**src/hw/psm_consts.svh**
```systemverilog
`ifndef PSM_CONSTS_SVH
`define PSM_CONSTS_SVH
`define PSM_CLK_MHZ          125
`define PSM_BLANK_NS         200
`define PSM_BLANK_CYC        ((`PSM_BLANK_NS * `PSM_CLK_MHZ + 999) / 1000)
`define PSM_FMAX_KHZ         70
`define PSM_MIN_PERIOD_CYC   ((`PSM_CLK_MHZ * 1000 + `PSM_FMAX_KHZ - 1) / `PSM_FMAX_KHZ)
`define PSM_STARTUP_PCT      90
`define PSM_NORMAL_PCT       100
`define PSM_BURST_PCT        5
`define PSM_PCT_FULL         100
`endif

```
**src/hw/psm_pkg.sv**
```systemverilog
package psm_pkg;
  typedef enum logic [1:0] {
    PSM_STARTUP,
    PSM_NORMAL,
    PSM_BURST
  } psm_mode_e;

  typedef enum logic [1:0] {
    PSM_IDLE,
    PSM_ON,
    PSM_OFF
  } psm_phase_e;

  typedef struct packed {
    logic [11:0] link;
    logic [11:0] line;
    logic [11:0] power;
  } psm_meas_s;
endpackage

```
**src/hw/psm_blank_filter.sv**
```systemverilog
`timescale 1ns/1ps
`default_nettype none
`include "psm_consts.svh"
// accepts a falling edge only after the input stood high for the blanking time
module psm_blank_filter #(
  parameter int BLANK_CYC = `PSM_BLANK_CYC
) (
  input  wire logic mclk_in,
  input  wire logic rst_in,
  input  wire logic sense_in,
  output logic      fall_out
);
  // the counter is eight bits wide
  if (BLANK_CYC < 1 || BLANK_CYC > 256) begin
    $error("blanking must be 1 to 256 cycles");
  end

  typedef struct packed {
    logic [7:0] cnt;
    logic       armed;
    logic       prev;
    logic       fall;
  } psm_blank_s;

  psm_blank_s st_ff;
  psm_blank_s nxt_st;

  always_comb begin
    nxt_st      = st_ff;
    nxt_st.prev = sense_in;
    nxt_st.fall = 1'b0;
    if (sense_in) begin
      if (st_ff.cnt >= 8'(BLANK_CYC - 1)) begin
        nxt_st.armed = 1'b1;
      end else begin
        nxt_st.cnt = st_ff.cnt + 8'h01;
      end
    end else begin
      // short high pulses never arm, so their edges are ignored
      nxt_st.fall  = st_ff.prev && st_ff.armed;
      nxt_st.armed = 1'b0;
      nxt_st.cnt   = 8'h00;
    end
  end

  always_ff @(posedge mclk_in) begin
    if (rst_in) begin
      st_ff <= '0;
    end else begin
      st_ff <= nxt_st;
    end
  end

  assign fall_out = st_ff.fall;
endmodule
`default_nettype wire

```
**src/hw/psm_mode_ctrl.sv**
```systemverilog
`timescale 1ns/1ps
`default_nettype none
`include "psm_consts.svh"
// Notes on behaviour
// - startup at power-up or link below 90%
// - leave startup only at full nominal link
// - power-up always enters startup mode
// - startup on-time gives constant peak current
// - startup off-time from boundary condition
// - startup switches in boundary conduction
// - burst mode below 5% output power
// - burst suppresses whole half-line periods
// - cycle starts on demag sense fall
// - light load modulates on-time
// - frequency adapts to line sample
// - switching never above 70 kHz
// - discontinuous normally, near-boundary at peaks
// - demag edge needs 200 ns high first
module psm_mode_ctrl #(
  parameter int          W         = 12,
  parameter logic [11:0] LINK_NOM  = 12'hC00,
  parameter logic [11:0] POWER_NOM = 12'hC00,
  parameter logic [11:0] LINE_LOW  = 12'h400,
  parameter logic [15:0] TON_MAX   = 16'h0800,
  parameter logic [15:0] TOFF_BASE = 16'h0200
) (
  input  wire logic              mclk_in,
  input  wire logic              rst_in,
  input  wire psm_pkg::psm_meas_s meas_in,
  input  wire logic              sample_in,
  input  wire logic              half_line_in,
  input  wire logic              demag_sense_in,
  output logic                   gate_drive_out,
  output psm_pkg::psm_mode_e     mode_out,
  output logic                   boundary_conduction_out,
  output logic                   near_boundary_conduction_out,
  output logic                   discontinuous_conduction_out
);
  if (W != 12) begin
    $error("measurement width must be 12");
  end
  if (LINK_NOM == 12'h000 || POWER_NOM == 12'h000) begin
    $error("nominal link and power must be nonzero");
  end
  if (TON_MAX == 16'h0000) begin
    $error("maximum on-time must be nonzero");
  end
  if (LINE_LOW == 12'h000) begin
    $error("low-line threshold must be nonzero");
  end
  // the cycle counter saturates, so on-time plus dead time must stay below it
  if (int'(TON_MAX) + int'(TOFF_BASE) >= 65535) begin
    $error("on-time plus dead time too long");
  end

  localparam logic [23:0] TH_START = 24'(LINK_NOM * `PSM_STARTUP_PCT / `PSM_PCT_FULL);
  localparam logic [23:0] TH_NORM  = 24'(LINK_NOM * `PSM_NORMAL_PCT / `PSM_PCT_FULL);
  localparam logic [23:0] TH_BURST = 24'(POWER_NOM * `PSM_BURST_PCT / `PSM_PCT_FULL);
  localparam logic [15:0] PER_MIN  = 16'(`PSM_MIN_PERIOD_CYC);

  typedef struct packed {
    psm_pkg::psm_mode_e  mode;
    psm_pkg::psm_phase_e phase;
    logic [15:0]         cnt;
    logic [15:0]         ton;
    logic [15:0]         toff;
    logic                skip;
    logic                gate;
    logic                bcm;
    logic                qbcm;
    logic                discontinuous_conduction;
  } psm_state_s;

  // saturated count lets the first cycle after reset start at once
  localparam psm_state_s ST_RESET = '{
    mode:  psm_pkg::PSM_STARTUP,
    phase: psm_pkg::PSM_IDLE,
    cnt:   16'hFFFF,
    ton:   16'h0000,
    toff:  16'h0000,
    skip:  1'b0,
    gate:  1'b0,
    bcm:   1'b0,
    qbcm:  1'b0,
    discontinuous_conduction:   1'b0
  };

  psm_state_s st_ff;
  psm_state_s nxt_st;
  logic       demag_fall;

  psm_blank_filter #(
    .BLANK_CYC(`PSM_BLANK_CYC)
  ) u_blank (
    .mclk_in (mclk_in),
    .rst_in  (rst_in),
    .sense_in(demag_sense_in),
    .fall_out(demag_fall)
  );

  // on-time scaled by a 12-bit fraction of the max
  function automatic logic [15:0] scale(input logic [15:0] full, input logic [11:0] frac);
    logic [27:0] p;
    p = full * frac;
    return p[27:12];
  endfunction

  function automatic logic at_least(input logic [11:0] value, input logic [23:0] th);
    return {12'h000, value} >= th;
  endfunction

  // low line near its peak at full load runs near-boundary
  function automatic logic near_peak(input psm_pkg::psm_meas_s m);
    return (m.line < LINE_LOW) && (m.power >= POWER_NOM);
  endfunction

  // a zero product would still give a one-cycle pulse; make that explicit
  function automatic logic [15:0] on_time(input logic [11:0] power);
    logic [15:0] t;
    t = scale(TON_MAX, power);
    return (t == 16'h0000) ? 16'h0001 : t;
  endfunction

  always_comb begin
    nxt_st = st_ff;
    // mode selection with hysteresis, once per sample
    if (sample_in) begin
      case (st_ff.mode)
        psm_pkg::PSM_STARTUP: begin
          if (at_least(meas_in.link, TH_NORM)) begin
            nxt_st.mode = psm_pkg::PSM_NORMAL;
          end
        end
        psm_pkg::PSM_NORMAL, psm_pkg::PSM_BURST: begin
          if (!at_least(meas_in.link, TH_START)) begin
            nxt_st.mode = psm_pkg::PSM_STARTUP;
          end else if (!at_least(meas_in.power, TH_BURST)) begin
            nxt_st.mode = psm_pkg::PSM_BURST;
          end else begin
            nxt_st.mode = psm_pkg::PSM_NORMAL;
          end
        end
        default: nxt_st.mode = psm_pkg::PSM_STARTUP;
      endcase
    end

    // burst skips alternate whole half-lines, decided at the boundary only
    if (half_line_in) begin
      if (st_ff.mode == psm_pkg::PSM_BURST) begin
        nxt_st.skip = !st_ff.skip;
      end else begin
        nxt_st.skip = 1'b0;
      end
    end

    // count saturates; a cycle start below still clears it
    if (st_ff.cnt != 16'hFFFF) begin
      nxt_st.cnt = st_ff.cnt + 16'h0001;
    end

    // cycle sequencer: idle, gate on, dead time
    case (st_ff.phase)
      psm_pkg::PSM_IDLE: begin
        nxt_st.gate = 1'b0;
        // period counter guards the frequency ceiling
        if (demag_fall && !st_ff.skip && st_ff.cnt >= PER_MIN) begin
          nxt_st.phase = psm_pkg::PSM_ON;
          nxt_st.gate  = 1'b1;
          nxt_st.cnt   = 16'h0000;
          if (st_ff.mode == psm_pkg::PSM_STARTUP) begin
            nxt_st.ton  = TON_MAX;
            nxt_st.toff = 16'h0000;
            nxt_st.bcm  = 1'b1;
            nxt_st.qbcm = 1'b0;
            nxt_st.discontinuous_conduction  = 1'b0;
          end else begin
            // normal and burst cycles scale with load and line
            nxt_st.ton  = on_time(meas_in.power);
            nxt_st.toff = scale(TOFF_BASE, meas_in.line);
            nxt_st.bcm  = 1'b0;
            if (near_peak(meas_in)) begin
              nxt_st.qbcm = 1'b1;
              nxt_st.discontinuous_conduction  = 1'b0;
            end else begin
              nxt_st.qbcm = 1'b0;
              nxt_st.discontinuous_conduction  = 1'b1;
            end
          end
        end
      end
      psm_pkg::PSM_ON: begin
        if (st_ff.cnt + 16'h0001 >= st_ff.ton) begin
          nxt_st.phase = psm_pkg::PSM_OFF;
          nxt_st.gate  = 1'b0;
        end
      end
      psm_pkg::PSM_OFF: begin
        // boundary cycles rearm at once; others add the dead time
        if (st_ff.cnt >= st_ff.ton + st_ff.toff) begin
          nxt_st.phase = psm_pkg::PSM_IDLE;
        end
      end
      default: nxt_st.phase = psm_pkg::PSM_IDLE;
    endcase
  end

  always_ff @(posedge mclk_in) begin
    if (rst_in) begin
      // a cut cycle is dropped: gate off, sequencer idle
      st_ff <= ST_RESET;
    end else begin
      st_ff <= nxt_st;
    end
  end

  assign gate_drive_out               = st_ff.gate;
  assign mode_out                     = st_ff.mode;
  assign boundary_conduction_out      = st_ff.bcm;
  assign near_boundary_conduction_out = st_ff.qbcm;
  assign discontinuous_conduction_out = st_ff.discontinuous_conduction;
endmodule
`default_nettype wire

```
**config.mk**
```make
export PLATFORM = sky130hd
export DESIGN_NAME = psm_mode_ctrl
export DESIGN_NICKNAME = d
export VERILOG_FILES = /design/src/hw/psm_pkg.sv /design/src/hw/psm_blank_filter.sv /design/src/hw/psm_mode_ctrl.sv
export VERILOG_INCLUDE_DIRS = /design/src /design/src/hw
export SDC_FILE = /design/constraint.sdc
export NUM_CORES = 1
export LEC_CHECK = 0
export ABC_AREA = 1
export BUFFER_PORTS_ARGS = -buffer_cell sky130_fd_sc_hd__buf_2
export CORE_MARGIN = 8
export CORE_UTILIZATION = 25
export CTS_CLUSTER_SIZE = 20
export DETAILED_ROUTE_END_ITERATION = 12
export GPL_ROUTABILITY_DRIVEN = 0
export PLACE_DENSITY = 0.44
export SYNTH_ARGS = -nofsm -noshare
export SYNTH_HDL_FRONTEND = slang
export SYNTH_SLANG_ARGS = --single-unit
```
**constraint.sdc**
```tcl
create_clock -name mclk_in -period 7.5 [get_ports mclk_in]
set_input_delay 1.5 -clock mclk_in [delete_from_list [all_inputs] [get_ports mclk_in]]
set_output_delay 1.5 -clock mclk_in [all_outputs]
set_load 0.05 [all_outputs]
```
# After elaboration in Yosys (flattened, before gate mapping)
# Cells that the tools add are included.
[totals]
output_inout_bits = 6
regBits = 68
[classes]
n_lt_le_gt_ge = 9
eq_ne = 9
n_mux = 18
add_sub_neg = 3
bitwise_logic = 1
n_reduce_logical = 16
[op_table]
columns = ["op", "n"]
rows = [
  ["$mux W50", 1],
  ["$mux W48", 1],
  ["$ge A12 B12 Y1 const B", 3],
  ["$ge A16 B16 Y1", 2],
  ["$mux W28", 1],
  ["$add A16 B1 Y16 const B", 1],
  ["$add A16 B16 Y16", 1],
  ["$ge A16 B11 Y1 const B", 1],
  ["$mux W16", 1],
  ["$ne A16 B16 Y1 const B", 1],
  ["$ge A12 B8 Y1 const B", 1],
  ["$logic_not A12 Y1", 1],
  ["$lt A12 B11 Y1 const B", 1],
  ["$mux W2", 6],
  ["$mux W11", 1],
  ["$add A8 B1 Y8 const B", 1],
  ["$ge A8 B5 Y1 const B", 1],
  ["$ne A2 B2 Y1 const B", 4],
  ["$pmux W2 S3", 1],
  ["$reduce_and A2 Y1", 3],
  ["$reduce_or A2 Y1", 3],
  ["$eq A2 B1 Y1 const B", 2],
  ["$eq A2 B2 Y1 const B", 2],
  ["$logic_and A1 B1 Y1", 4],
  ["other kinds (10)", 12],
]

# Depth between registers and ports, before layout
[logic_depth]
ltp_word = 6
ltp_mapped = 18
mapped_depth_nobuf = 18

# By module
# From an unflattened synthesis, not the netlist that was laid out.
[hier_totals]
hier_cells = 509
hier_area_um2 = 3611.0
[modules_own_cells]
columns = ["mod", "n_inst", "area_each_um2", "cells_each", "seq_area_each_um2"]
rows = [
  ["psm_mode_ctrl", 1, 3169.3, 455, 900.9],
  ["psm_blank_filter", 1, 441.7, 54, 220.2],
]

# Worst setup path before layout
# No wires, ideal clock.
[synth_timing]
path_type = "reg-to-reg"
start = "register st_ff[7] in the netlist's numbering"
end = "register st_ff[54] in the netlist's numbering"
path_stages_with_launch = 16
path_buffers = 0
slack_ns = 5.112
period_less_slack_ns = 2.388
t_arrival_ns = 2.317
path_cell_list = "dfxtp_1 -> ha_1 -> a21oi_1 -> nand2_1 -> a21oi_1 -> o21ai_0 -> nand2_1 -> nand2_1 -> a21oi_1 -> xor2_1 -> ha_1 -> a21oi_1 -> o21ai_0 -> a21oi_1 -> nand2_1 -> a21oi_1"
[synth_via]
elab_chain_cells = 4
[synth_lines]
columns = ["item", "line", "text"]
rows = [
  ["from (decl)", "psm_mode_ctrl.sv:88", "psm_state_s st_ff;"],
  ["from (signal assigned)", "psm_mode_ctrl.sv:212", "st_ff <= nxt_st;"],
  ["$add A16 B16 Y16", "psm_mode_ctrl.sv:199", "if (st_ff.cnt >= st_ff.ton + st_ff.toff) begin"],
  ["$ge A16 B16 Y1", "psm_mode_ctrl.sv:199", ""],
  ["$ne A2 B2 Y1 (no line)", "n/a", ""],
  ["$reduce_and A3 Y1 (no line)", "n/a", ""],
]
# No other way between the ends.
# A chain may end at the register's enable or synchronous reset.

# Worst setup path after layout
[layout_timing]
start = "register st_ff[37] in the netlist's numbering"
end = "register st_ff[21] in the netlist's numbering"
[layout_via]
elab_chain_cells = 3
[layout_lines]
columns = ["item", "line", "text"]
rows = [
  ["$ge A16 B11 Y1", "psm_mode_ctrl.sv:166", "if (demag_fall && !st_ff.skip && st_ff.cnt >= PER_MIN) begin"],
  ["$logic_and A1 B1 Y1", "psm_mode_ctrl.sv:166", ""],
  ["$reduce_and A2 Y1 (no line)", "n/a", ""],
]
# No other way between the ends.

==> results.md <==
- Clk root buf: clkbuf_16
- Die height: 137 µm
- Worst min-delay path class: flop to flop
- Synth Instances: 529
- FILL cells: 1579
- Reg2reg path depth: 10
- Setup slack after layout: 4.51 ns
- RSZ-0062 raised after global routing: false
- Area delta synth->final: 13.8%
- Core Region: roughly 0.014 mm²
- Antenna cells: 0
- Register area share after synthesis: 30.9%
- Final setup fails: 0
- Crit share post-route: 39.9%
- Reg-to-reg critical path endpoint: st_ff[21]$_SDFFE_PP0P_
- Crit Path Max Fanout: between 40 and 50
- Total grt overflow: 0
- Worst EP required: 7.73 ns
- Vias in the first global route: 3270
- Hold path depth: 2
- RR Startpoint: st_ff[37]$_SDFF_PP1_
- Row count: 44
- Die area: 0.0186 mm²
- Share of cells above drive strength 1: 11.3%
- WS Path Type: flop to flop
- Most frequent cell after synthesis: nand2_1
- Die W: 137 µm
- Final hold viol count: 0
- Bufs on Longest Clock Path: 2
- Startpoint Class: flop
- Top_reg_cell synth: dfxtp_1
- Fin. max-slew vios: 0
- Initial antenna violation count: 0
- WL per Instance: 12.1 µm
- Post-CTS resize count: 0
- Number of synthesized register bits: 56
- Ys async rst share: 0%
- Initial Util: between 20% and 30%
- Post-synth top cells: nand2_1 (167), inv_1 (59), dfxtp_1 (56)
- Critical Path End Type: flop
- Worst VDD drop: 0.0000861 V
- Routed via count: 3291
- Outcome: finished, final reports clean
- Combinational power share: between 40% and 50%
- Power per cell area: 251 mW/mm²
- Tot GR Track Use: 10.1%
- Final Critical Period: about 3 ns
- Min-delay src: u_blank.st_ff[1]$_SDFF_PP0_
- Sequential group share of total power: between 30 and 40%
- Flop-to-flop setup slack: around 4.5 ns
- # H-tree levels: 2
- Ports: 47
- Switching portion of total power: 40.8%
- Dpl ws: approximately 4.3 ns
- Total CTS buffers: 5
- Post-Syn Nets: 612
- First-pass GRT wire length: 15.3 mm
- Total Neg Setup Slack: 0 ns
- CTS tree: yes
- Distinct cells, synth: 34
- Top post-synthesis cells by area: dfxtp_1 (31%), nand2_1 (17%), ha_1 (14%)
- Worst slew margin: a little under two fifths
- Clock latency at the later pin of the worst-skew pair: approximately 0.30 ns
- Clk pin slew, worst setup/hold paths: 0.08 ns
- Worst Hold Endpoint: u_blank.fall_out$_SDFF_PP0_
- Fin util: 28.8%
- Routed Antenna Nets: 0
- Net switching power: about 420 µW
- Clock sink count: 56
- Fmax achieved: about 0.33 GHz
- MaxCap Viol Count: 0
- Fin Hold WS: 0.427 ns
- Worst-margin pin slew: between 0.9 and 1 ns
- Starting DRT DRC Count: 149
- Hpwl dp: 7.12 mm
- # hold bufs at CTS: 0
- EDFF count, synth: 0
- Clock share of power: 23.6%
- Synth area leader: dfxtp_1
- Routed WL: 9.04 mm
- Worst setup startpoint: st_ff[37]$_SDFF_PP1_
- CP arrival: 3.22 ns
- Post-CTS Repair Setup Buffers: 0
- Drt via density: 4.39
- Clock Skews: 0.00561 ns
- Syn Area/Cell: 6.86 µm²
- Int Pwr: 614 µW
- Synth Warn #: 0
- Pleak: approximately 1.9 nW
- Post-layout nets: roughly 650
- Mapped cell area: 0.00363 mm²
- Largest net degree at the start of global routing: 42
- PortBufs: 41
- Share of the synthesized area in the top cell type: 30.9%
- DR DRC count: 0
- DR pass1 iterations: 4
-- cell usage in the layout, fill, tap and decap left out, drive strengths merged --
| cell | synthesis | layout |
|---|---|---|
| ha | 41 | 41 |
| nand4 | 5 | 5 |
| xnor2 | 5 | 5 |
| dfxtp | 56 | 56 |
| buf | 8 | 41 |
| clkbuf | 5 | 5 |
| nor4 | 2 | 2 |
| clkinv | 0 | 2 |
| nand2 | 167 | 167 |
| a21oi | 55 | 55 |
| o21ai | 22 | 22 |
| fa | 1 | 1 |
| o311ai | 1 | 1 |
| nand3 | 25 | 25 |
| inv | 61 | 62 |
| or2 | 2 | 2 |
| nor3b | 3 | 3 |
| nor3 | 7 | 7 |
| or4 | 1 | 1 |
| nor2 | 46 | 46 |
| o21a | 1 | 1 |
| xor2 | 10 | 10 |
| o2111ai | 2 | 2 |
| a211oi | 2 | 2 |
| a31oi | 1 | 1 |
-- state kept, by name, indices dropped and copies added, names as in the netlist --
register / cells
mode_out: 2
st_ff: 39
u_blank.fall_out: 1
discontinuous_conduction_out: 1
u_blank.st_ff: 10
gate_drive_out: 1
near_boundary_conduction_out: 1
boundary_conduction_out: 1
-- metal layers --
layer	part of all wire, %	GRT usage [%]	up-vias
li1	-	-	1780
met1	52	13.2	1458
met2	44	16.4	45
met3	2.6	1.87	8
met4	1.4	2.75	0
met5	0	0	-
-- power by group through the flow --
stage	Sequential (mW)	Clock, mW	Combinational, mW
4_1_cts	0.357	0.255	0.441
5_1_grt	0.362	0.266	0.514
2_1_floorplan	0.352	0	0.346
3_5_place_dp	0.364	0	0.438
3_3_place_gp	0.363	0	0.426
6_report	0.357	0.245	0.436
-- worst max-delay path by stage --
stage / endpoint / slack [ns] / cells after the start
6_report: st_ff[21]$_SDFFE_PP0P_ / 4.51 / 10
5_1_grt: st_ff[21]$_SDFFE_PP0P_ / 4.11 / 10
4_1_cts: st_ff[21]$_SDFFE_PP0P_ / 4.41 / 10
3_5_place_dp: u_blank.st_ff[3]$_SDFFE_PP0N_ / 4.28 / 6
3_3_place_gp: u_blank.st_ff[3]$_SDFFE_PP0N_ / 4.29 / 6
2_1_floorplan: st_ff[54]$_SDFFE_PP0P_ / 5.11 / 15
-- worst max-delay path, cell delays in order, from the launching register on --
cell	delay, ns
dfxtp_1	0.37
inv_1	0.14
ha_1	0.16
nor2_1	0.04
nand2_1	0.10
a21oi_1	0.10
o21ai_2	0.19
nand3_2	0.74
nor2_4	0.72
o21ai_0	0.20
a21oi_1	0.16
-- layout make-up --
cell class	instances	area [µm²]	share of cell area, %
flip-flops and latches	56	1120	27.1
multi-input cells	399	2200	53.2
clock inverters	3	22.5	0.545
well taps	184	230	5.57
repair buffers	41	205	4.97
clock buffers	5	125	3.03
inverters	61	229	5.54
-- through the flow --
| step | cell area, µm² | total power [mW] | cells |
|---|---|---|---|
| after floorplan | 3630 | 0.698 | 529 |
| after global placement | 3980 | 0.789 | 741 |
| after detailed placement | 3980 | 0.802 | 741 |
| after CTS | 4130 | 1.05 | 749 |
| after global routing | 4130 | 1.14 | 749 |
| final | 4130 | 1.04 | 749 |
-- cells by family after synthesis --
logic type | after synthesis | share of synthesized area [%]
adder cells (fa/ha/maj) | 42 | 14.7
flip-flops | 56 | 30.9
AO/OA/AOI/OAI | 84 | 12.4
XOR/XNOR | 15 | 3.62
buffers and inverters | 74 | 8.58
AND/OR/NAND/NOR | 258 | 29.8
No activity file was read; power rests on OpenSTA's default activity.
